$ cat src/ext_stretch_pkg.sv
// constants, register map and state encoding for the external data bus stretch block
package ext_stretch_pkg;

  // register map (byte addresses on the wishbone port)
  localparam logic [7:0] CTRL_OFS = 8'h00;
  localparam logic [7:0] STAT_OFS = 8'h04;

  // control register field positions
  localparam int PME_BIT  = 0;
  localparam int PSS_LSB  = 1;
  localparam int SSEL_LSB = 3;
  localparam int CDS_LSB  = 6;
  localparam int CMS_BIT  = 8;

  // status register field positions
  localparam int BUSY_BIT = 0;
  localparam int MISS_BIT = 1;
  localparam int PAGE_LSB = 8;

  // reset values: page mode off, no stretch, divide-by-one clocking
  localparam logic       PME_RESET  = 1'b0;
  localparam logic [1:0] PSS_RESET  = 2'b00;
  localparam logic [2:0] SSEL_RESET = 3'b000;
  localparam logic [1:0] CDS_RESET  = 2'b10;
  localparam logic       CMS_RESET  = 1'b0;

  // clock mode codes {clock_multiply_select, clock_divide_select}
  localparam logic [2:0] CM_QUAD   = 3'b100;
  localparam logic [2:0] CM_DOUBLE = 3'b000;
  localparam logic [1:0] CD_ONE    = 2'b10;
  localparam logic [1:0] CD_SLOW   = 2'b11;

  // clk_i runs at four times the oscillator; one oscillator clock is 10 ns * 4
  localparam int CLK_NS  = 10;
  localparam int OSC_NS  = 40;
  localparam int OSC_CLK = OSC_NS / CLK_NS;
  // clocks per half system clock in each clock mode
  localparam logic [11:0] HU_QUAD   = 12'h001;
  localparam logic [11:0] HU_DOUBLE = 12'((OSC_CLK / 2) / 2);
  localparam logic [11:0] HU_ONE    = 12'(OSC_CLK / 2);
  localparam logic [11:0] HU_SLOW   = 12'((OSC_CLK * 1024) / 2);

  // phase lengths in half system clocks
  localparam logic [7:0] SYS_HU     = 8'h02;
  localparam logic [7:0] STRETCH_HU = 8'h08;
  localparam logic [7:0] SMALL_SU   = SYS_HU;
  localparam logic [7:0] BIG_SU     = 8'(2 * STRETCH_HU + SYS_HU);
  localparam logic [7:0] SMALL_HD   = SYS_HU;
  localparam logic [7:0] BIG_HD     = 8'(STRETCH_HU + SYS_HU);
  // basic hit cycle per page structure select, and the four-clock cycle
  localparam logic [7:0] HIT_HU_00  = 8'h02;
  localparam logic [7:0] HIT_HU_01  = 8'h04;
  localparam logic [7:0] HIT_HU_10  = 8'h08;
  localparam logic [7:0] FOUR_HU    = 8'h08;
  localparam logic [1:0] PSS_MODE2  = 2'b11;
  localparam logic [1:0] PSS_ONE    = 2'b00;

  typedef enum logic [2:0] {
    ST_IDLE   = 3'b000,
    ST_ALE    = 3'b001,
    ST_SETUP  = 3'b010,
    ST_STROBE = 3'b011,
    ST_HOLD   = 3'b100
  } phase_e;

endpackage

$ cat src/hu_tick_gen.sv
// divider giving one tick per half system clock
`timescale 1ns/1ps
module hu_tick_gen
  import ext_stretch_pkg::*;
(
  input  wire logic        clk_i,
  input  wire logic        rst_i,
  input  wire logic        clear_i,
  input  wire logic [11:0] period_i,
  output logic             tick_o
);

  logic [11:0] cnt_reg;

  // restart on clear so every access begins on a full tick
  always_ff @(posedge clk_i) begin
    if (rst_i || clear_i || tick_o) begin
      cnt_reg <= 12'h000;
    end else begin
      cnt_reg <= cnt_reg + 12'h001;
    end
  end

  assign tick_o = (cnt_reg == period_i - 12'h001);

endmodule

$ cat src/ext_data_bus_stretch.sv
// stretch control for the external data memory bus cycle
// How it works
// each inserted stretch cycle lasts four system clocks in every page mode
// stretch select 000 adds nothing; access is the basic cycles only
// selects 1, 2, 3 add exactly 1, 2, 3 stretch cycles
// first stretch gives one clock extra setup and one extra hold
// selects 4 to 7 give two stretch cycles setup, one hold
// page miss with select 4 or more lengthens address latch pulse one stretch
// select maps to 0,1,2,3,7,8,9,10 stretch cycles
// page select 00 strobe is half a basic cycle plus stretch part
// page select 01 strobe widths 1,3,7..27 at divide by one
// page select 10 strobe widths 2,4,8..28 at divide by one
// second page structure uses the same widths as select 10
// widths scale: quad mode quarter, double half, slow mode 1024 times; quad here gets half, as its half clock rounds up to one
// page hit skips the address latch phase, so it is shorter
// select 11 data cycles equal non-page timing, four clock basic cycle
// divide setting 10 gives one system clock per oscillator clock
// page mode only while enable is set; else classic bus
// select 00, 01, 10 miss cycles are 2, 4, 8 clocks; hits half
// select 11 data accesses take four clocks, hit or miss; here select 11 always misses, an ALE phase of four clocks then four more
// stretch select is latched at access start and held throughout
// external memory must finish within the strobe; there is no wait input
//
// The register offsets and the Wishbone register port are this design's own decisions.
`timescale 1ns/1ps
module ext_data_bus_stretch
  import ext_stretch_pkg::*;
(
  input  wire logic        clk_i,
  input  wire logic        rst_i,
  // wishbone slave
  input  wire logic        cyc_i,
  input  wire logic        stb_i,
  input  wire logic        we_i,
  input  wire logic [7:0]  adr_i,
  input  wire logic [3:0]  sel_i,
  input  wire logic [31:0] dat_i,
  output logic [31:0]      dat_o,
  output logic             ack_o,
  // external data move request from the core
  input  wire logic        xmove_req_i,
  input  wire logic        xmove_we_i,
  input  wire logic [15:0] xmove_addr_i,
  input  wire logic [7:0]  xmove_wdata_i,
  output logic             xmove_busy_o,
  output logic             xmove_done_o,
  output logic [7:0]       xmove_rdata_o,
  // external bus pins
  output logic             ale_o,
  output logic             rd_n_o,
  output logic             wr_n_o,
  output logic [7:0]       busa_o,
  output logic             busa_oe_n_o,
  input  wire logic [7:0]  busa_i,
  output logic [7:0]       busb_o,
  output logic             busb_oe_n_o,
  input  wire logic [7:0]  busb_i
);

  ////////////////////////////////////////////////////////////////////////////
  logic       page_mode_enable;
  logic [1:0] page_structure_select;
  logic [2:0] stretch_select;
  logic [1:0] clock_divide_select;
  logic       clock_multiply_select;
  logic       ack_reg;
  logic [31:0] dat_reg;
  phase_e     state_reg, state_next;
  logic [7:0] cnt_reg;
  logic [7:0] page_reg;
  logic       page_valid_reg;
  logic       miss_reg;
  logic       we_reg;
  logic [15:0] addr_reg;
  logic [7:0] wdata_reg;
  logic [2:0] ssel_reg;
  logic [7:0] hit_hu_reg;
  logic       mode2_reg;
  logic [11:0] hu_period_reg;
  logic [7:0] busa_s1, busa_s2, busb_s1, busb_s2;
  logic       tick;
  logic       start;
  logic       phase_end;
  logic       miss_now;
  logic [3:0] cyc_cnt;
  logic [3:0] eff_cnt;
  logic [7:0] ale_len, setup_len, strobe_len, hold_len;
  logic [15:0] pin_addr;
  logic [7:0] pin_wdata;
  logic       pin_we, pin_mode2;

  // stretch select to stretch cycle count
  function automatic logic [3:0] stretch_cycles(input logic [2:0] s);
    case (s)
      3'b000:  stretch_cycles = 4'h0;
      3'b001:  stretch_cycles = 4'h1;
      3'b010:  stretch_cycles = 4'h2;
      3'b011:  stretch_cycles = 4'h3;
      3'b100:  stretch_cycles = 4'h7;
      3'b101:  stretch_cycles = 4'h8;
      3'b110:  stretch_cycles = 4'h9;
      default: stretch_cycles = 4'hA;
    endcase
  endfunction

  ////////////////////////////////////////////////////////////////////////////
  // wishbone: ack one cycle after the strobe, dropped the cycle after
  always_ff @(posedge clk_i) begin
    if (rst_i) begin
      ack_reg <= 1'b0;
    end else begin
      ack_reg <= cyc_i && stb_i && !ack_reg;
    end
  end

  // control register; a write mid-access only applies to the next one
  always_ff @(posedge clk_i) begin
    if (rst_i) begin
      page_mode_enable      <= PME_RESET;
      page_structure_select <= PSS_RESET;
      stretch_select        <= SSEL_RESET;
      clock_divide_select   <= CDS_RESET;
      clock_multiply_select <= CMS_RESET;
    end else if (cyc_i && stb_i && we_i && !ack_reg && adr_i == CTRL_OFS) begin
      if (sel_i[0]) begin
        page_mode_enable      <= dat_i[PME_BIT];
        page_structure_select <= dat_i[PSS_LSB +: 2];
        stretch_select        <= dat_i[SSEL_LSB +: 3];
        clock_divide_select   <= dat_i[CDS_LSB +: 2];
      end
      if (sel_i[1]) begin
        clock_multiply_select <= dat_i[CMS_BIT];
      end
    end
  end

  // read data; unmapped addresses answer zero
  always_ff @(posedge clk_i) begin
    if (rst_i) begin
      dat_reg <= 32'h0000_0000;
    end else if (cyc_i && stb_i && !ack_reg) begin
      dat_reg <= 32'h0000_0000;
      if (adr_i == CTRL_OFS) begin
        dat_reg[PME_BIT]         <= page_mode_enable;
        dat_reg[PSS_LSB +: 2]    <= page_structure_select;
        dat_reg[SSEL_LSB +: 3]   <= stretch_select;
        dat_reg[CDS_LSB +: 2]    <= clock_divide_select;
        dat_reg[CMS_BIT]         <= clock_multiply_select;
      end else if (adr_i == STAT_OFS) begin
        dat_reg[BUSY_BIT]        <= state_reg != ST_IDLE;
        dat_reg[MISS_BIT]        <= miss_reg;
        dat_reg[PAGE_LSB +: 8]   <= page_reg;
      end
    end
  end

  assign ack_o = ack_reg;
  assign dat_o = dat_reg;

  ////////////////////////////////////////////////////////////////////////////
  // bus inputs come from pins: two flops before use
  always_ff @(posedge clk_i) begin
    busa_s1 <= busa_i;
    busa_s2 <= busa_s1;
    busb_s1 <= busb_i;
    busb_s2 <= busb_s1;
  end

  // page miss: classic bus, mode 2, select 00 and a new upper byte all miss
  assign miss_now = !page_mode_enable || page_structure_select == PSS_MODE2
                 || page_structure_select == PSS_ONE || !page_valid_reg
                 || xmove_addr_i[15:8] != page_reg;
  assign start    = state_reg == ST_IDLE && xmove_req_i;

  // the pins load at the start edge, before the latches hold this access
  assign pin_addr  = start ? xmove_addr_i : addr_reg;
  assign pin_wdata = start ? xmove_wdata_i : wdata_reg;
  assign pin_we    = start ? xmove_we_i : we_reg;
  assign pin_mode2 = start ? (!page_mode_enable || page_structure_select == PSS_MODE2)
                           : mode2_reg;

  // latch everything the access needs so mid-access writes cannot disturb it
  always_ff @(posedge clk_i) begin
    if (rst_i) begin
      miss_reg <= 1'b0;
      we_reg <= 1'b0;
      addr_reg <= 16'h0000;
      wdata_reg <= 8'h00;
      ssel_reg <= 3'b000;
      hit_hu_reg <= FOUR_HU;
      mode2_reg <= 1'b0;
      hu_period_reg <= HU_ONE;
      page_reg <= 8'h00;
      page_valid_reg <= 1'b0;
    end else if (start) begin
      miss_reg <= miss_now;
      we_reg <= xmove_we_i;
      addr_reg <= xmove_addr_i;
      wdata_reg <= xmove_wdata_i;
      ssel_reg <= stretch_select;
      page_reg <= xmove_addr_i[15:8];
      page_valid_reg <= 1'b1;
      mode2_reg <= !page_mode_enable || page_structure_select == PSS_MODE2;
      // basic hit cycle length: 1, 2, 4 clocks, four for select 11 or classic
      if (!page_mode_enable || page_structure_select == PSS_MODE2) begin
        hit_hu_reg <= FOUR_HU;
      end else if (page_structure_select == PSS_ONE) begin
        hit_hu_reg <= HIT_HU_00;
      end else if (page_structure_select == 2'b01) begin
        hit_hu_reg <= HIT_HU_01;
      end else begin
        hit_hu_reg <= HIT_HU_10;
      end
      // system clock length follows the clock mode
      if (clock_divide_select == CD_SLOW) begin
        hu_period_reg <= HU_SLOW;
      end else if ({clock_multiply_select, clock_divide_select} == CM_QUAD) begin
        hu_period_reg <= HU_QUAD;
      end else if ({clock_multiply_select, clock_divide_select} == CM_DOUBLE) begin
        hu_period_reg <= HU_DOUBLE;
      end else begin
        hu_period_reg <= HU_ONE;
      end
    end
  end

  ////////////////////////////////////////////////////////////////////////////
  // phase lengths in half system clocks
  assign cyc_cnt    = stretch_cycles(ssel_reg);
  assign eff_cnt    = (cyc_cnt > 4'h3) ? cyc_cnt - 4'h3 : cyc_cnt;
  assign ale_len    = hit_hu_reg + ((ssel_reg[2]) ? STRETCH_HU : 8'h00);
  assign setup_len  = (hit_hu_reg >> 1) + ((cyc_cnt == 4'h0) ? 8'h00 :
                      (ssel_reg[2] ? BIG_SU : SMALL_SU));
  // each effective stretch adds four system clocks, less the setup and hold clocks
  assign strobe_len = (hit_hu_reg >> 1) + ((eff_cnt == 4'h0) ? 8'h00 :
                      8'(STRETCH_HU * eff_cnt) - 8'(2 * SYS_HU));
  assign hold_len   = (cyc_cnt == 4'h0) ? 8'h00 :
                      (ssel_reg[2] ? BIG_HD : SMALL_HD);

  hu_tick_gen u_tick (
    .clk_i    (clk_i),
    .rst_i    (rst_i),
    .clear_i  (start),
    .period_i (hu_period_reg),
    .tick_o   (tick)
  );

  assign phase_end = tick && cnt_reg == 8'h01;

  // phase sequence; a hit skips the address latch phase
  always_comb begin
    state_next = state_reg;
    case (state_reg)
      ST_IDLE:   if (xmove_req_i) state_next = miss_now ? ST_ALE : ST_SETUP;
      ST_ALE:    if (phase_end) state_next = ST_SETUP;
      ST_SETUP:  if (phase_end) state_next = ST_STROBE;
      ST_STROBE: if (phase_end) state_next = (hold_len == 8'h00) ? ST_IDLE : ST_HOLD;
      ST_HOLD:   if (phase_end) state_next = ST_IDLE;
      default:   state_next = ST_IDLE;
    endcase
  end

  always_ff @(posedge clk_i) begin
    if (rst_i) begin
      state_reg <= ST_IDLE;
    end else begin
      state_reg <= state_next;
    end
  end

  // phase counter reloads on each phase entry; lengths use latched values, which
  // are valid only one clock after the start, so the first phase loads then
  always_ff @(posedge clk_i) begin
    if (rst_i || state_reg == ST_IDLE) begin
      cnt_reg <= 8'h00;
    end else if (cnt_reg == 8'h00) begin
      // a tick already due in this clock is taken off, or quad mode runs long
      cnt_reg <= ((state_reg == ST_ALE) ? ale_len : setup_len) - (tick ? 8'h01 : 8'h00);
    end else if (phase_end) begin
      case (state_next)
        ST_SETUP:  cnt_reg <= setup_len;
        ST_STROBE: cnt_reg <= strobe_len;
        ST_HOLD:   cnt_reg <= hold_len;
        default:   cnt_reg <= 8'h00;
      endcase
    end else if (tick) begin
      cnt_reg <= cnt_reg - 8'h01;
    end
  end

  ////////////////////////////////////////////////////////////////////////////
  // pins registered from the next phase so they line up with state_reg
  always_ff @(posedge clk_i) begin
    if (rst_i) begin
      ale_o <= 1'b0;
      rd_n_o <= 1'b1;
      wr_n_o <= 1'b1;
      busa_o <= 8'h00;
      busa_oe_n_o <= 1'b1;
      busb_o <= 8'h00;
      busb_oe_n_o <= 1'b1;
    end else begin
      ale_o <= state_next == ST_ALE;
      rd_n_o <= !(state_next == ST_STROBE && !we_reg);
      wr_n_o <= !(state_next == ST_STROBE && we_reg);
      busa_oe_n_o <= 1'b1;
      busb_oe_n_o <= 1'b1;
      if (state_next != ST_IDLE) begin
        if (pin_mode2) begin
          // address low byte on a, upper byte then data on b
          busa_o <= pin_addr[7:0];
          busa_oe_n_o <= 1'b0;
          busb_o <= (state_next == ST_ALE) ? pin_addr[15:8] : pin_wdata;
          busb_oe_n_o <= !(state_next == ST_ALE || pin_we);
        end else begin
          // page mode 1: both address bytes on b, data on a
          busb_o <= (state_next == ST_ALE) ? pin_addr[15:8] : pin_addr[7:0];
          busb_oe_n_o <= 1'b0;
          busa_o <= pin_wdata;
          busa_oe_n_o <= !(pin_we && state_next != ST_ALE);
        end
      end
    end
  end

  // read data taken at the end of the strobe; done pulses the clock after the last, as busy falls
  always_ff @(posedge clk_i) begin
    if (rst_i) begin
      xmove_rdata_o <= 8'h00;
      xmove_done_o <= 1'b0;
      xmove_busy_o <= 1'b0;
    end else begin
      xmove_done_o <= state_reg != ST_IDLE && state_next == ST_IDLE;
      xmove_busy_o <= state_next != ST_IDLE;
      if (state_reg == ST_STROBE && phase_end && !we_reg) begin
        xmove_rdata_o <= mode2_reg ? busb_s2 : busa_s2;
      end
    end
  end

  ////////////////////////////////////////////////////////////////////////////
  // checks
  logic [15:0] low_cnt;
  always_ff @(posedge clk_i) begin
    if (rst_i || (rd_n_o && wr_n_o)) begin
      low_cnt <= 16'h0000;
    end else begin
      low_cnt <= low_cnt + 16'h0001;
    end
  end
endmodule

$ cat config.mk
export PLATFORM = sky130hd
export DESIGN_NAME = ext_data_bus_stretch
export DESIGN_NICKNAME = d
export VERILOG_FILES = /design/src/ext_stretch_pkg.sv /design/src/hu_tick_gen.sv /design/src/ext_data_bus_stretch.sv
export SDC_FILE = /design/constraint.sdc
export NUM_CORES = 1
export LEC_CHECK = 0
export ABC_AREA = 1
export BUFFER_PORTS_ARGS = -buffer_cell sky130_fd_sc_hd__buf_2
export CORE_MARGIN = 1.5
export CORE_UTILIZATION = 56
export CTS_BUF_LIST = sky130_fd_sc_hd__clkbuf_8
export DETAILED_ROUTE_END_ITERATION = 7
export PLACE_DENSITY = 0.92
export SYNTH_ARGS = -nofsm -noshare
export SYNTH_HDL_FRONTEND = slang
export SYNTH_SLANG_ARGS = --single-unit
$ cat constraint.sdc
create_clock -name clk_i -period 3.5 [get_ports clk_i]
set_clock_uncertainty 0.2 [all_clocks]
set_input_delay 0.175 -clock clk_i [delete_from_list [all_inputs] [get_ports clk_i]]
set_output_delay 0.175 -clock clk_i [all_outputs]
set_load 0.005 [all_outputs]
### After elaboration in Yosys (flattened, before gate mapping)

Index checks and enable logic that the tools add are counted.

| storage, ports and cells | value |
|---|---|
| word-level logic and storage cells | 158 |
| flip-flop bits (word level) | 171 |
| input port bits | 91 |
| output and inout bits | 64 |

| cells by class | value |
|---|---|
| bitwise gates (word level) | 1 |
| mux-type cells | 45 |
| equal/unequal tests | 23 |
| $lt $le $gt $ge | 1 |
| reduce and logical (&&, ||, !) cells | 45 |
| $add $sub $neg | 9 |

Operators by type and width:

| kind | number |
|---|---|
| $mux W8 | 12 |
| $mux W4 | 7 |
| $pmux W4 S7 | 1 |
| $logic_not A8 Y1 | 3 |
| $pmux W8 S3 | 1 |
| $eq A3 B2 Y1 const B | 6 |
| $eq A3 B3 Y1 const B | 6 |
| $mux W3 | 6 |
| $mux W16 | 1 |
| $pmux W3 S5 | 1 |
| $logic_and A1 B1 Y1 | 13 |
| $add A12 B1 Y12 const B | 1 |
| $eq A12 B12 Y1 | 1 |
| $logic_not A3 Y1 | 4 |
| $mux W12 | 1 |
| $sub A12 B1 Y12 const B | 1 |
| $mux W2 | 5 |
| $mux W5 | 2 |
| $eq A3 B1 Y1 const B | 3 |
| $reduce_bool A3 Y1 | 3 |
| $add A7 B5 Y8 | 1 |
| $add A7 B8 Y8 | 1 |
| $add A8 B4 Y8 | 1 |
| $eq A8 B1 Y1 const B | 1 |
| other kinds (20) | 42 |

### Depth between registers and ports, before layout

Gate-level depths: netlist of run 1.

| logic depth | value |
|---|---|
| depth in word-level cells | 12 |
| depth in mapped cells | 21 |
| gate-level depth less buffers | 20 |

### Cells and area by module

Synthesis of run 1 repeated with hierarchy kept, for this count alone.

| second synthesis, totals | value |
|---|---|
| cell total of the unflattened synthesis | 970 |
| area total of the unflattened synthesis | 7154.4 µm² |

By module, submodules not included:

| module | area each (µm²) | cells each | times used | seq. area each (µm²) |
|---|---|---|---|---|
| ext_data_bus_stretch | 6162.2 | 803 | 1 | 2902.8 |
| hu_tick_gen | 992.2 | 167 | 1 | 240.2 |

### Worst setup path before layout of run 1

OpenSTA, ideal clock, no wires.

| path | value |
|---|---|
| kind | register to register |
| from | register ssel_reg[2] |
| to | register cnt_reg[4] |
| setup time | 70 ps |
| clock period less this slack | 2654 ps |
| path buffers | 1 |
| slack | 846 ps |
| data required time | 3230 ps |
| stages on the path, launching flop included | 19 |
| data arrival time | 2384 ps |
| path through | dfxtp_1 > clkbuf_1 > xor2_1 > inv_1 > ha_1 > nand2_1 > o21ai_0 > nor2_1 > nand2_1 > ha_1 > ha_1 > xor2_1 > inv_1 > nand3_1 > nand2_1 > nand2_1 > nand2_1 > nand2_1 > a21oi_1 |

| on the way | value |
|---|---|
| word-level cells in the longest chain between the ends | 12 |
| elaborated cells on any way between the ends | 35 |
| classes of those cells | add/sub (6); order compare (1); eq/ne (9); mux (15); reduce/logical (4) |

RTL lines:

| item | line | source |
|---|---|---|
| start: declaration | ext_data_bus_stretch.sv:76 | `logic [2:0] ssel_reg;` |
| start signal: assignment | ext_data_bus_stretch.sv:200 | `ssel_reg <= stretch_select;` |
| branches (longest 11 deep; another with $sub A7 B3 Y8) | n/a |  |
| $mux W8 * | ext_data_bus_stretch.sv:276 | `end else if (cnt_reg == 8'h00) begin` |
| end signal: assignment | ext_data_bus_stretch.sv:278 | `cnt_reg <= ((state_reg == ST_ALE) ? ale_len : setup_len) - (tick ? 8'h01 : 8'h00);` |
| end signal: assignment | ext_data_bus_stretch.sv:281 | `ST_SETUP: cnt_reg <= setup_len;` |
| end signal: assignment | ext_data_bus_stretch.sv:282 | `ST_STROBE: cnt_reg <= strobe_len;` |
| end: declaration | ext_data_bus_stretch.sv:69 | `logic [7:0] cnt_reg;` |

Every way passes the cells marked *.
A chain may end at the register's enable or synchronous reset.

### Worst setup path in the final report of run 1

| path | value |
|---|---|
| from | register hu_period_reg[0] |
| to | register busb_o[4] |

| on the way | value |
|---|---|
| word-level cells in the longest chain between the ends | 8 |
| elaborated cells on any way between the ends | 13 |
| classes of those cells | add/sub (1); eq/ne (2); mux (8); reduce/logical (2) |

RTL lines:

| item | line | source |
|---|---|---|
| start: declaration | ext_data_bus_stretch.sv:79 | `logic [11:0] hu_period_reg;` |
| start signal: assignment | ext_data_bus_stretch.sv:192 | `hu_period_reg <= HU_ONE;` |
| start signal: assignment | ext_data_bus_stretch.sv:216 | `hu_period_reg <= HU_SLOW;` |
| start signal: assignment | ext_data_bus_stretch.sv:218 | `hu_period_reg <= HU_QUAD;` |
| $sub A12 B1 Y12 * | hu_tick_gen.sv:24 | `assign tick_o = (cnt_reg == period_i - 12'h001);` |
| $eq A12 B12 Y1 * | hu_tick_gen.sv:24 |  |
| $logic_and A1 B1 Y1 * | ext_data_bus_stretch.sv:248 | `assign phase_end = tick && cnt_reg == 8'h01;` |
| $mux W3 (on tied branches) | n/a |  |
| $pmux W3 S5 * | ext_data_bus_stretch.sv:253 | `case (state_reg)` |
| $eq A3 B1 Y1 | ext_data_bus_stretch.sv:313, ext_data_bus_stretch.sv:317 |  |
| $mux W8 (on tied branches) | ext_data_bus_stretch.sv:317, ext_data_bus_stretch.sv:313 |  |
| $mux W8 | ext_data_bus_stretch.sv:309 | `if (pin_mode2) begin` |
| end signal: assignment | ext_data_bus_stretch.sv:313 | `busb_o <= (state_next == ST_ALE) ? pin_addr[15:8] : pin_wdata;` |
| end signal: assignment | ext_data_bus_stretch.sv:317 | `busb_o <= (state_next == ST_ALE) ? pin_addr[15:8] : pin_addr[7:0];` |
| end: declaration | ext_data_bus_stretch.sv:55 | `output logic [7:0] busb_o,` |

Every way passes the cells marked *; elsewhere a longest branch is shown, timed or not.

==> reports/qor.csv, run 1 <==
stage,metric,value,unit
worst_setup_path,cpPeakStageDelay,0.50,ns
floorplan,start_util,0.579,
yosys,async_flop_share,0,
global_route,grt_remaining_overflow,0,
worst_setup_path,critPathMaxFanout,15,
floorplan,die_w,115,um
timing,slew_viol_final,0,
yosys,avgSynthCellArea,7.73,um^2
worst_setup_path,cp.arrival,3.22,ns
clock_network,cts_buffers,17,
pwr,leakage,3.97,nW
worst_setup_path,cp-end-kind,register,
worst_setup_path,endpoint,busb_o[4]$_SDFFE_PP0P_,
yosys,synth_top_area_frac,0.448,
worst_setup_path,cp_slowest_cell,o21ai_0,
global_route,grt_max_degree,53,
worst_setup_path,cp.depth,14,
timing,maxSlewHeadroom,0.582,
drt,via_per_inst,5.51,
timing,period_share,0.886,
worst_setup_path,r2r_end,busb_o[4]$_SDFFE_PP0P_,
clock_network,cts_root_buf,clkbuf_8,
clock_network,clk_pin_slew,0.08,ns
finish,final_cell_mix,"nand2_1, dfxtp_1, buf_2",
global_route,grt_pass1_vias,6750,
clock_network,htreeDepth,4,
drt,firstDrtPassIters,6,
clock_network,cts.sinks,157,
finish,final_common_cell,nand2_1,
worst_setup_path,crit_chain,inv_1 > ha_1 > inv_4 > nand2_1 > nor2_1 > nand2_1 > a21oi_1 > nand3_1 > nand2_1 > nand2_1 > nand4_4 > nand2_4 > o21ai_0 > o21ai_2,
placed_design,io_buffers,113,
worst_setup_path,reg2regPathDepth,14,
finish,syn2layout_area_growth,21.7,%
finish,antennaDiodeCount,0,
global_route,grt_pass1_wl,31300,um
yosys,synth_cell_types,52,
floorplan,die_h,115,um
yosys,synth-main-ff-cell,dfxtp_1,
worst_setup_path,path_common_cell,nand2_1,
timing,setup_viol,0,
floorplan,num_rows,40,
worst_setup_path,critical_path_class,register to register,
global_route,track_usage,0.301,
placed_design,dp_hpwl,11700,um
finish,finalCoreUtilization,0.705,
yosys,synth_area_leaders,"dfxtp_1, nand2_1, o21ai_0",
worst_setup_path,cp.buffers_inverters,2,
worst_setup_path,r2r-start,hu_period_reg[0]$_SDFFE_PP0P_,
worst_setup_path,start_kind,register,
pwr,power_density,480,nW/um^2
drt,ant_nets,0,
clock_network,post_cts.repair.setup_buffers,0,
timing,final-hold-violation-count,0,
worst_setup_path,cp.required,3.61,ns
global_route,grt_antenna_before_repair,0,
yosys,synth_area_leader_cell,dfxtp_1,
clock_network,clock_latency,0.45,ns
floorplan,coreArea,12100,um^2
clock_network,cts_resized,0,
run_status,outcome,"complete, no violations",
hold_path,hp-class,input pin to register,
timing,min_period,3.10,ns
worst_setup_path,cp_top_family,simple AND/OR/NAND/NOR gates,
yosys,synth-seq-cells,157,
timing,rsz0062_at_grt,false,
placed_design,place_congestion,0.869,
drt,route.detailed.drc,0,
yosys,syn-cell-area,7020,um^2
worst_setup_path,r2r_slack,0.40,ns
worst_setup_path,timing.critical_path.from,hu_period_reg[0]$_SDFFE_PP0P_,
floorplan,dieArea,13200,um^2
clock_network,cts_tree,built,
timing,fmax,0.322,GHz
yosys,synth_edf_count,0,
drt,routed_wl,19600,um
clock_network,clockBufferDepth,2,
timing,setup_tns,0,ns
run,cap_violations,0,
yosys,seq_area_frac_synth,0.448,
drt,initialDrtViolationCount,885,
drt,vias,6874,
drt,wire_per_inst,15.7,um
finish,drive_above_1_share,0.193,
pwr,vdd_drop_max,430,uV
yosys,syn_inst,907,
yosys,ys_warn_count,0,
floorplan,design.portCount,155,
finish,finalNetCount,1171,
clock_network,postCtsHoldBufs,54,
timing,tightest_slew,0.627,ns
-- where the power goes --
| group | leakage, nW | switching, mW | internal, mW |
|---|---|---|---|
| clock network | 0.210 | 0.693 | 0.675 |
| logic | 2.47 | 0.491 | 0.294 |
| registers | 1.29 | 0.0600 | 1.88 |
| total | 3.97 | 1.24 | 2.85 |
-- synth_stat cells (10+ instances only) --
cell and count:
a21oi_1 45, or2_2 10, inv_1 88, ha_1 13, nor2_1 85, o21ai_2 11
o21ai_0 73, buf_4 17, nor3_1 13, nand2_2 14, nand3_1 40, xor2_1 11
clkbuf_1 20, nand2_1 199, dfxtp_1 157
-- kinds of logic (layout without fill, tap and decap cells) --
group	Yosys count	in the layout	synth area share
DFF	157	157	0.448
muxes	9	9	0.0128
adders and majority gates	13	13	0.0232
xor gates and xnor gates	18	18	0.0225
and+or+nand+nor	390	390	0.252
AOI/OAI and AO/OA	175	175	0.145
buffers and inverters	144	302	0.0958
other	1	16	0.000535
-- stage by stage --
step           hold slack (ns)  worst slack [ns]  instances  total power, mW  area, um^2
6_report                0.0785             0.398       1248             4.09        8530
5_1_grt                  0.126             0.157       1248             4.25        8530
4_1_cts                 0.0676             0.567       1248             4.04        8530
3_5_place_dp            0.0795             0.595       1162             2.67        7590
3_3_place_gp            0.0767             0.651       1162             2.64        7590
2_1_floorplan          0.00272             0.846        922             2.49        7070
-- layout make-up --
class / count / area (um^2)
clock buffers: 19 / 262
clock inverters: 13 / 138
fillers: 829 / 3580
inverters: 96 / 367
multi-input cells: 621 / 3260
flip-flops and latches: 157 / 3140
well taps: 168 / 210
repair buffers: 174 / 1160
-- how the worst min path moves through the flow --
stage | from | endpoint | cells past startpoint
floorplan | busa_i[0] | busa_s1[0]$_DFF_P_ | 0
global placement | busb_i[1] | busb_s1[1]$_DFF_P_ | 1
detailed placement | busa_i[5] | busa_s1[5]$_DFF_P_ | 1
CTS | adr_i[0] | dat_o[5]$_SDFFE_PP0P_ | 7
global route | adr_i[4] | dat_o[3]$_SDFFE_PP0P_ | 7
finish | stb_i | dat_o[3]$_SDFFE_PP0P_ | 5
-- routing by layer --
| layer | wire [um] | GRT usage |
|---|---|---|
| met1 | 7280 | 0.334 |
| met3 | 1610 | 0.0691 |
| met2 | 9920 | 0.544 |
| met5 | 0 | 0 |
| met4 | 811 | 0.147 |
-- worst reg2reg max path: cells and delay by family (launching register included) --
family                   cells  cell delay (ns)
AO/OA/AOI/OAI                3             0.83
flip-flops                   1             0.38
buffers and inverters        2             0.26
adder cells (fa/ha/maj)      1             0.35
AND/OR/NAND/NOR              8             0.94
No activity file was read; power rests on OpenSTA's default activity.
==> run 2: changes to the inputs <==
--- a/config.mk
+++ b/config.mk
@@ -11,7 +11,9 @@
 export CORE_UTILIZATION = 56
 export CTS_BUF_LIST = sky130_fd_sc_hd__clkbuf_8
 export DETAILED_ROUTE_END_ITERATION = 7
+export GPL_TIMING_DRIVEN = 0
 export PLACE_DENSITY = 0.92
+export RECOVER_POWER = 25
 export SYNTH_ARGS = -nofsm -noshare
 export SYNTH_HDL_FRONTEND = slang
 export SYNTH_SLANG_ARGS = --single-unit
==> run 2 against run 1 <==
  * First-iteration DRC count down 11%
  * Combinational power up 6.1%
  * Register-to-register slack worse by 0.25 ns
  * Final cell count is 3.3% higher
==> reports/qor.csv, run 2 (same netlist as run 1, synthesis figures left out) <==
stage,metric,value,unit,change
pwr,switching_share,0.304,,about the same
pwr,internal-power,2.86,mW,was 2.85 mW
clock_network,cts_root_buf,clkbuf_8,,unchanged
drt,route.detailed.drc,0,,unchanged
global_route,grt_max_degree,17,,was 53
worst_setup_path,r2r_end,cnt_reg[4]$_SDFFE_PP0P_,,was busb_o[4]$_SDFFE_PP0P_
timing,slew_viol_final,0,,unchanged
worst_setup_path,cp_top_family,simple AND/OR/NAND/NOR gates,,unchanged
floorplan,die_w,115,um,unchanged
timing,tightest_slew,0.664,ns,was 0.627 ns
timing,period_share,0.958,,was 0.886
drt,initialDrtViolationCount,792,,was 885
worst_setup_path,r2r-start,ssel_reg[0]$_SDFFE_PP0P_,,was hu_period_reg[0]$_SDFFE_PP0P_
drt,vias,7369,,was 6874
floorplan,dieArea,13200,um^2,unchanged
floorplan,design.portCount,155,,unchanged
floorplan,num_rows,40,,unchanged
hold_path,hp-class,input pin to register,,unchanged
finish,antennaDiodeCount,0,,unchanged
global_route,track_usage,0.323,,was 0.301
worst_setup_path,start_kind,register,,unchanged
pwr,leakage,4.07,nW,was 3.97 nW
worst_setup_path,path_common_cell,nand2_1,,unchanged
floorplan,die_h,115,um,unchanged
worst_setup_path,critPathMaxFanout,7,,was 15
global_route,grt_antenna_before_repair,0,,unchanged
global_route,grt_remaining_overflow,0,,unchanged
timing,rsz0062_at_grt,false,,unchanged
global_route,grt_pass1_wl,33700,um,was 31300 um
worst_setup_path,cp-end-kind,register,,unchanged
worst_setup_path,critical_path_class,register to register,,unchanged
timing,setup_tns,0,ns,unchanged
drt,firstDrtPassIters,6,,unchanged
run,cap_violations,0,,unchanged
hold_path,hold_depth,5,,unchanged
placed_design,dp_hpwl,12900,um,was 11700 um
clock_network,clockBufferDepth,2,,unchanged
finish,final_cell_mix,"nand2_1, dfxtp_1, buf_2",,unchanged
clock_network,post_cts.repair.setup_buffers,0,,unchanged
clock_network,cts_resized,0,,unchanged
global_route,grt_pass1_vias,7193,,was 6750
drt,ant_nets,0,,unchanged
finish,final_common_cell,nand2_1,,unchanged
placed_design,placedInstanceArea,7840,um^2,was 7590 um^2
drt,via_per_inst,5.72,,was 5.51
floorplan,coreArea,12100,um^2,unchanged
pwr,power_density,468,nW/um^2,was 480 nW/um^2
worst_setup_path,cp.depth,18,,was 14
pwr,vdd_drop_max,365,uV,was 430 uV
clock_network,cts_tree,built,,unchanged
placed_design,post-place-ws,0.583,ns,was 0.595 ns
clock_network,cts_buffers,17,,unchanged
finish,syn2layout_area_growth,25.1,%,was 21.7%
pwr,clock_power_share,0.325,,was 0.334
clock_network,cts.sinks,157,,unchanged
drt,routed_wl,21200,um,was 19600 um
worst_setup_path,cpPeakStageDelay,0.34,ns,was 0.50 ns
finish,finalNetCount,1213,,was 1171
worst_setup_path,crit_chain,clkbuf_1 > xnor2_1 > a21oi_1 > ha_1 > nand2_1 > o21ai_0 > nor2_1 > nand2_1 > ha_1 > ha_1 > xor2_1 > inv_1 > nand3_1 > nand2_1 > nand2_1 > nand2_1 > nand2_1 > a21oi_1,,was inv_1 > ha_1 > inv_4 > nand2_1 > nor2_1 > nand2_1 > a21oi_1 > nand3_1 > nand2_1 > nand2_1 > nand4_4 > nand2_4 > o21ai_0 > o21ai_2
timing,min_period,3.35,ns,was 3.10 ns
timing,timing.final.ws_setup,0.146,ns,was 0.398 ns
drt,wire_per_inst,16.4,um,was 15.7 um
timing,fmax,0.298,GHz,was 0.322 GHz
worst_setup_path,cp_slowest_cell,dfxtp_1,,was o21ai_0
run_status,outcome,"complete, no violations",,unchanged
placed_design,place_congestion,0.891,,was 0.869
worst_setup_path,cp.buffers_inverters,2,,unchanged
pwr,seq_power_share,0.472,,was 0.474
finish,drive_above_1_share,0.193,,about the same
placed_design,io_buffers,112,,was 113
timing,final-hold-violation-count,0,,unchanged
timing,maxSlewHeadroom,0.557,,was 0.582
hold_path,holdCritStartpoint,sel_i[0],,was stb_i
worst_setup_path,reg2regPathDepth,18,,was 14
floorplan,start_util,0.579,,unchanged
worst_setup_path,r2r_slack,0.15,ns,was 0.40 ns
timing,setup_viol,0,,unchanged
pwr,combPwrFrac,0.203,,was 0.192
worst_setup_path,cp.arrival,3.55,ns,was 3.22 ns
worst_setup_path,cp.required,3.69,ns,was 3.61 ns
clock_network,htreeDepth,4,,unchanged
pwr,p_switching,1.25,mW,was 1.24 mW
finish,final_area,8780,um^2,was 8530 um^2
clock_network,clock_latency,0.47,ns,was 0.45 ns
hold_path,worstHoldEndpoint,stretch_select[0]$_SDFFE_PP0P_,,was dat_o[3]$_SDFFE_PP0P_
clock_network,clk_pin_slew,0.08,ns,about the same
[run 2: final cells by class]
cell class / instances / area, um^2
Fill cell: 820 / 3330
Multi-Input combinational cell: 621 / 3260
Sequential cell: 157 / 3140
Timing Repair Buffer: 168 / 1110
Inverter: 96 / 367
Buffer: 48 / 305
Clock buffer: 19 / 262
Tap cell: 168 / 210
Clock inverter: 12 / 124
[run 2: worst max path at each step]
stage | startpoint | endpoint | slack (ns)
after global routing | ssel_reg[0]$_SDFFE_PP0P_ | cnt_reg[4]$_SDFFE_PP0P_ | 0.008
after global placement | ssel_reg[2]$_SDFFE_PP0P_ | cnt_reg[4]$_SDFFE_PP0P_ | 0.66
after CTS | ssel_reg[2]$_SDFFE_PP0P_ | cnt_reg[4]$_SDFFE_PP0P_ | 0.45
after detailed placement | ssel_reg[2]$_SDFFE_PP0P_ | cnt_reg[4]$_SDFFE_PP0P_ | 0.58
after floorplan | ssel_reg[2]$_SDFFE_PP0P_ | cnt_reg[4]$_SDFFE_PP0P_ | 0.85
final | ssel_reg[0]$_SDFFE_PP0P_ | cnt_reg[4]$_SDFFE_PP0P_ | 0.15
[run 2: timing repair]
| action | CTS | global route |
|---|---|---|
| hold buffers | 56 | 0 |
| hold endpoints to repair | 69 | 0 |
| endpoints found under the setup margin | 0 | 0 |
[run 2: stage by stage]
| stage | cells | hold slack [ns] | util | total power, mW |
|---|---|---|---|---|
| after detailed placement | 1202 | 0.0794 | 0.648 | 2.70 |
| after global placement | 1202 | 0.0769 | 0.648 | 2.68 |
| after floorplan | 922 | 0.00272 | - | 2.49 |
| after CTS | 1289 | 0.00230 | 0.726 | 4.04 |
| after global routing | 1289 | 0.0944 | 0.725 | 4.26 |
| final | 1289 | 0.0384 | 0.725 | 4.11 |
[run 2: per-layer routing]
layer	vias to the layer above	GRT usage	wire (um)	part of all wire
met4	0	0.175	1010	0.048
met2	498	0.559	10400	0.49
met1	3407	0.361	7740	0.37
met3	126	0.0907	1970	0.093
li1	3338	-	-	-
met5	-	0	0	0
[run 2: worst register-to-register path, stage by stage, from the launching register on]
cell and delay (ns):
dfxtp_1 0.34, clkbuf_1 0.33, xnor2_1 0.16, a21oi_1 0.25, ha_1 0.28, nand2_1 0.06, o21ai_0 0.13, nor2_1 0.26
nand2_1 0.12, ha_1 0.22, ha_1 0.22, xor2_1 0.17, inv_1 0.07, nand3_1 0.09, nand2_1 0.08, nand2_1 0.07
nand2_1 0.07, nand2_1 0.05, a21oi_1 0.11
[run 2: power by group through the flow]
stage / Sequential (mW) / Combinational, mW / Clock [mW]
final: 1.94 / 0.833 / 1.34
after global routing: 1.94 / 0.917 / 1.40
after detailed placement: 1.97 / 0.731 / 0
after global placement: 1.97 / 0.711 / 0
after CTS: 1.93 / 0.788 / 1.32
after floorplan: 1.97 / 0.530 / 0
==> run 3: changes to the inputs <==
--- a/config.mk
+++ b/config.mk
@@ -7,12 +7,13 @@
 export LEC_CHECK = 0
 export ABC_AREA = 1
 export BUFFER_PORTS_ARGS = -buffer_cell sky130_fd_sc_hd__buf_2
+export CAP_MARGIN = 20
 export CORE_MARGIN = 1.5
 export CORE_UTILIZATION = 56
 export CTS_BUF_LIST = sky130_fd_sc_hd__clkbuf_8
 export DETAILED_ROUTE_END_ITERATION = 7
 export GPL_TIMING_DRIVEN = 0
-export PLACE_DENSITY = 0.92
+export PLACE_DENSITY = 0.82
 export RECOVER_POWER = 25
 export SYNTH_ARGS = -nofsm -noshare
 export SYNTH_HDL_FRONTEND = slang
==> run 3 against run 2 <==
  * Register-to-register slack improved by 0.33 ns
  * Worst setup slack improved by 0.33 ns
  * Combinational power decreased by 4.7%
  * Critical path depth unchanged
  * Final cell count increased by 0.23%
  * Routed wire length decreased by 16%
  * Sequential power about the same
  * Fmax increased by 11%
  * Utilization increased by 0.11 points
  * Via count decreased by 9.4%
  * Design area increased by 0.16%
==> reports/qor.csv, run 3 (same netlist as run 1, synthesis figures left out) <==
stage,metric,value,unit,change
timing,final-hold-violation-count,0,,unchanged
worst_setup_path,path_common_cell,nand2_1,,unchanged
clock_network,cts_buffers,17,,unchanged
timing,hold-worst-slack,0.0213,ns,was 0.0384 ns
clock_network,clk_pin_slew,0.09,ns,was 0.08 ns
worst_setup_path,cp_slowest_cell,dfxtp_1,,unchanged
timing,rsz0062_at_grt,false,,unchanged
clock_network,cts_resized,0,,unchanged
worst_setup_path,cp.required,3.70,ns,was 3.69 ns
global_route,grt_antenna_before_repair,0,,unchanged
floorplan,coreArea,12100,um^2,unchanged
worst_setup_path,start_kind,register,,unchanged
clock_network,cts.sinks,157,,unchanged
timing,period_share,0.865,,was 0.958
timing,fmax,0.330,GHz,was 0.298 GHz
floorplan,num_rows,40,,unchanged
drt,wire_per_inst,13.7,um,was 16.4 um
finish,final_cell_mix,"nand2_1, dfxtp_1, buf_2",,unchanged
clock_network,htreeDepth,4,,unchanged
worst_setup_path,cpPeakStageDelay,0.34,ns,about the same
worst_setup_path,critPathMaxFanout,8,,was 7
hold_path,hp-class,input pin to register,,unchanged
timing,tightest_slew,0.665,ns,was 0.664 ns
run_status,outcome,"complete, no violations",,unchanged
finish,final_area,8790,um^2,was 8780 um^2
timing,min_period,3.03,ns,was 3.35 ns
pwr,clock_power_share,0.324,,was 0.325
clock_network,cts_tree,built,,unchanged
finish,drive_above_1_share,0.189,,was 0.193
timing,maxSlewHeadroom,0.556,,was 0.557
run,cap_violations,0,,unchanged
global_route,grt_pass1_wl,29200,um,was 33700 um
drt,initialDrtViolationCount,488,,was 792
finish,finalCoreUtilization,0.726,,was 0.725
drt,firstDrtPassIters,5,,was 6
finish,antennaDiodeCount,0,,unchanged
floorplan,start_util,0.579,,unchanged
clock_network,clockBufferDepth,2,,unchanged
clock_network,postCtsHoldBufs,58,,was 56
global_route,track_usage,0.280,,was 0.323
finish,final_common_cell,nand2_1,,unchanged
drt,route.detailed.drc,0,,unchanged
drt,routed_wl,17700,um,was 21200 um
timing,setup_viol,0,,unchanged
placed_design,io_buffers,112,,unchanged
worst_setup_path,cp.arrival,3.22,ns,was 3.55 ns
pwr,combPwrFrac,0.197,,was 0.203
drt,via_per_inst,5.17,,was 5.72
global_route,grt_max_degree,18,,was 17
worst_setup_path,critical_path_class,register to register,,unchanged
placed_design,dp_hpwl,12300,um,was 12900 um
floorplan,dieArea,13200,um^2,unchanged
floorplan,die_h,115,um,unchanged
placed_design,post-place-ws,0.535,ns,was 0.583 ns
clock_network,cts_root_buf,clkbuf_8,,unchanged
finish,fin_cells,1292,,was 1289
pwr,internal-power,2.75,mW,was 2.86 mW
floorplan,design.portCount,155,,unchanged
timing,setup_tns,0,ns,unchanged
clock_network,clock_latency,0.46,ns,was 0.47 ns
finish,syn2layout_area_growth,25.3,%,was 25.1%
drt,ant_nets,0,,unchanged
pwr,vdd_drop_max,457,uV,was 365 uV
worst_setup_path,crit_chain,clkbuf_1 > xor2_1 > inv_1 > ha_1 > nand2_1 > o21ai_0 > nor2_1 > nand2_1 > ha_1 > ha_1 > xor2_1 > inv_1 > nand3_1 > nand2_1 > nand2_1 > nand2_1 > nand2_1 > a21oi_1,,was clkbuf_1 > xnor2_1 > a21oi_1 > ha_1 > nand2_1 > o21ai_0 > nor2_1 > nand2_1 > ha_1 > ha_1 > xor2_1 > inv_1 > nand3_1 > nand2_1 > nand2_1 > nand2_1 > nand2_1 > a21oi_1
placed_design,dp_cells,1202,,unchanged
placed_design,place_congestion,0.868,,was 0.891
pwr,power_density,458,nW/um^2,was 468 nW/um^2
global_route,grt_pass1_vias,6440,,was 7193
floorplan,die_w,115,um,unchanged
placed_design,placedInstanceArea,7840,um^2,unchanged
timing,timing.final.ws_setup,0.472,ns,was 0.146 ns
pwr,switching_share,0.319,,was 0.304
pwr,seq_power_share,0.479,,was 0.472
global_route,grt_remaining_overflow,0,,unchanged
pwr,leakage,4.05,nW,was 4.07 nW
timing,slew_viol_final,0,,unchanged
pwr,p_switching,1.28,mW,was 1.25 mW
pwr,total_power,4.03,mW,was 4.11 mW
clock_network,post_cts.repair.setup_buffers,0,,unchanged
finish,finalNetCount,1215,,was 1213
drt,vias,6675,,was 7369
worst_setup_path,cp-end-kind,register,,unchanged
run 3: cell count changes in the layout (fill, tap and decap cells not counted):
cell	before	now
clkinv_4	1	2
clkinvlp_4	5	2
inv_1	90	88
clkbuf_1	28	35
inv_8	0	5
inv_6	0	4
buf_2	109	102
clkinv_8	0	1
bufinv_16	2	0
clkbuf_8	19	18
clkinv_2	3	1
dlygate4sd3_1	56	58
run 3: layout make-up:
class                   instances  area (um^2)
plain buffers                  48          305
clock buffers                  18          248
clock inverters                14          140
fillers                       956         3320
inverters                      96          367
multi-input cells             621         3260
flip-flops and latches        157         3140
well taps                     168          210
repair buffers                170         1120
run 3: path summary, 6_finish.rpt:
path / start / to / slack (ns) / depth (start not counted)
max: ssel_reg[2]$_SDFFE_PP0P_ / cnt_reg[4]$_SDFFE_PP0P_ / 0.47 / 18
min: sel_i[0] / clock_divide_select[1]$_SDFFE_PP1P_ / 0.02 / 5
max reg2reg: ssel_reg[2]$_SDFFE_PP0P_ / cnt_reg[4]$_SDFFE_PP0P_ / 0.47 / 18
min reg2reg: busb_s1[3]$_DFF_P_ / busb_s2[3]$_DFF_P_ / 0.13 / 0
run 3: power groups by stage:
stage                     clock network [mW]  registers, mW  logic [mW]
after global routing                    1.40           1.94       0.892
after global placement                     0           1.97       0.715
after CTS                               1.32           1.93       0.780
after detailed placement                   0           1.97       0.728
after floorplan                            0           1.97       0.530
final                                   1.31           1.93       0.794
run 3: critical path: cells and delay by family, from the launching register on:
family	cells	cell delay (ns)
fa+ha+maj	3	0.71
flops	1	0.34
xor+xnor	2	0.39
simple gates	8	0.71
buf+inv	3	0.41
compound gates	2	0.22
run 3: per-layer routing:
metal	wire length [um]	vias to the layer above	global-route usage
li1	-	3345	-
met1	7440	3060	0.328
met2	8620	220	0.476
met3	1120	50	0.0801
met4	564	0	0.128
met5	0	-	0
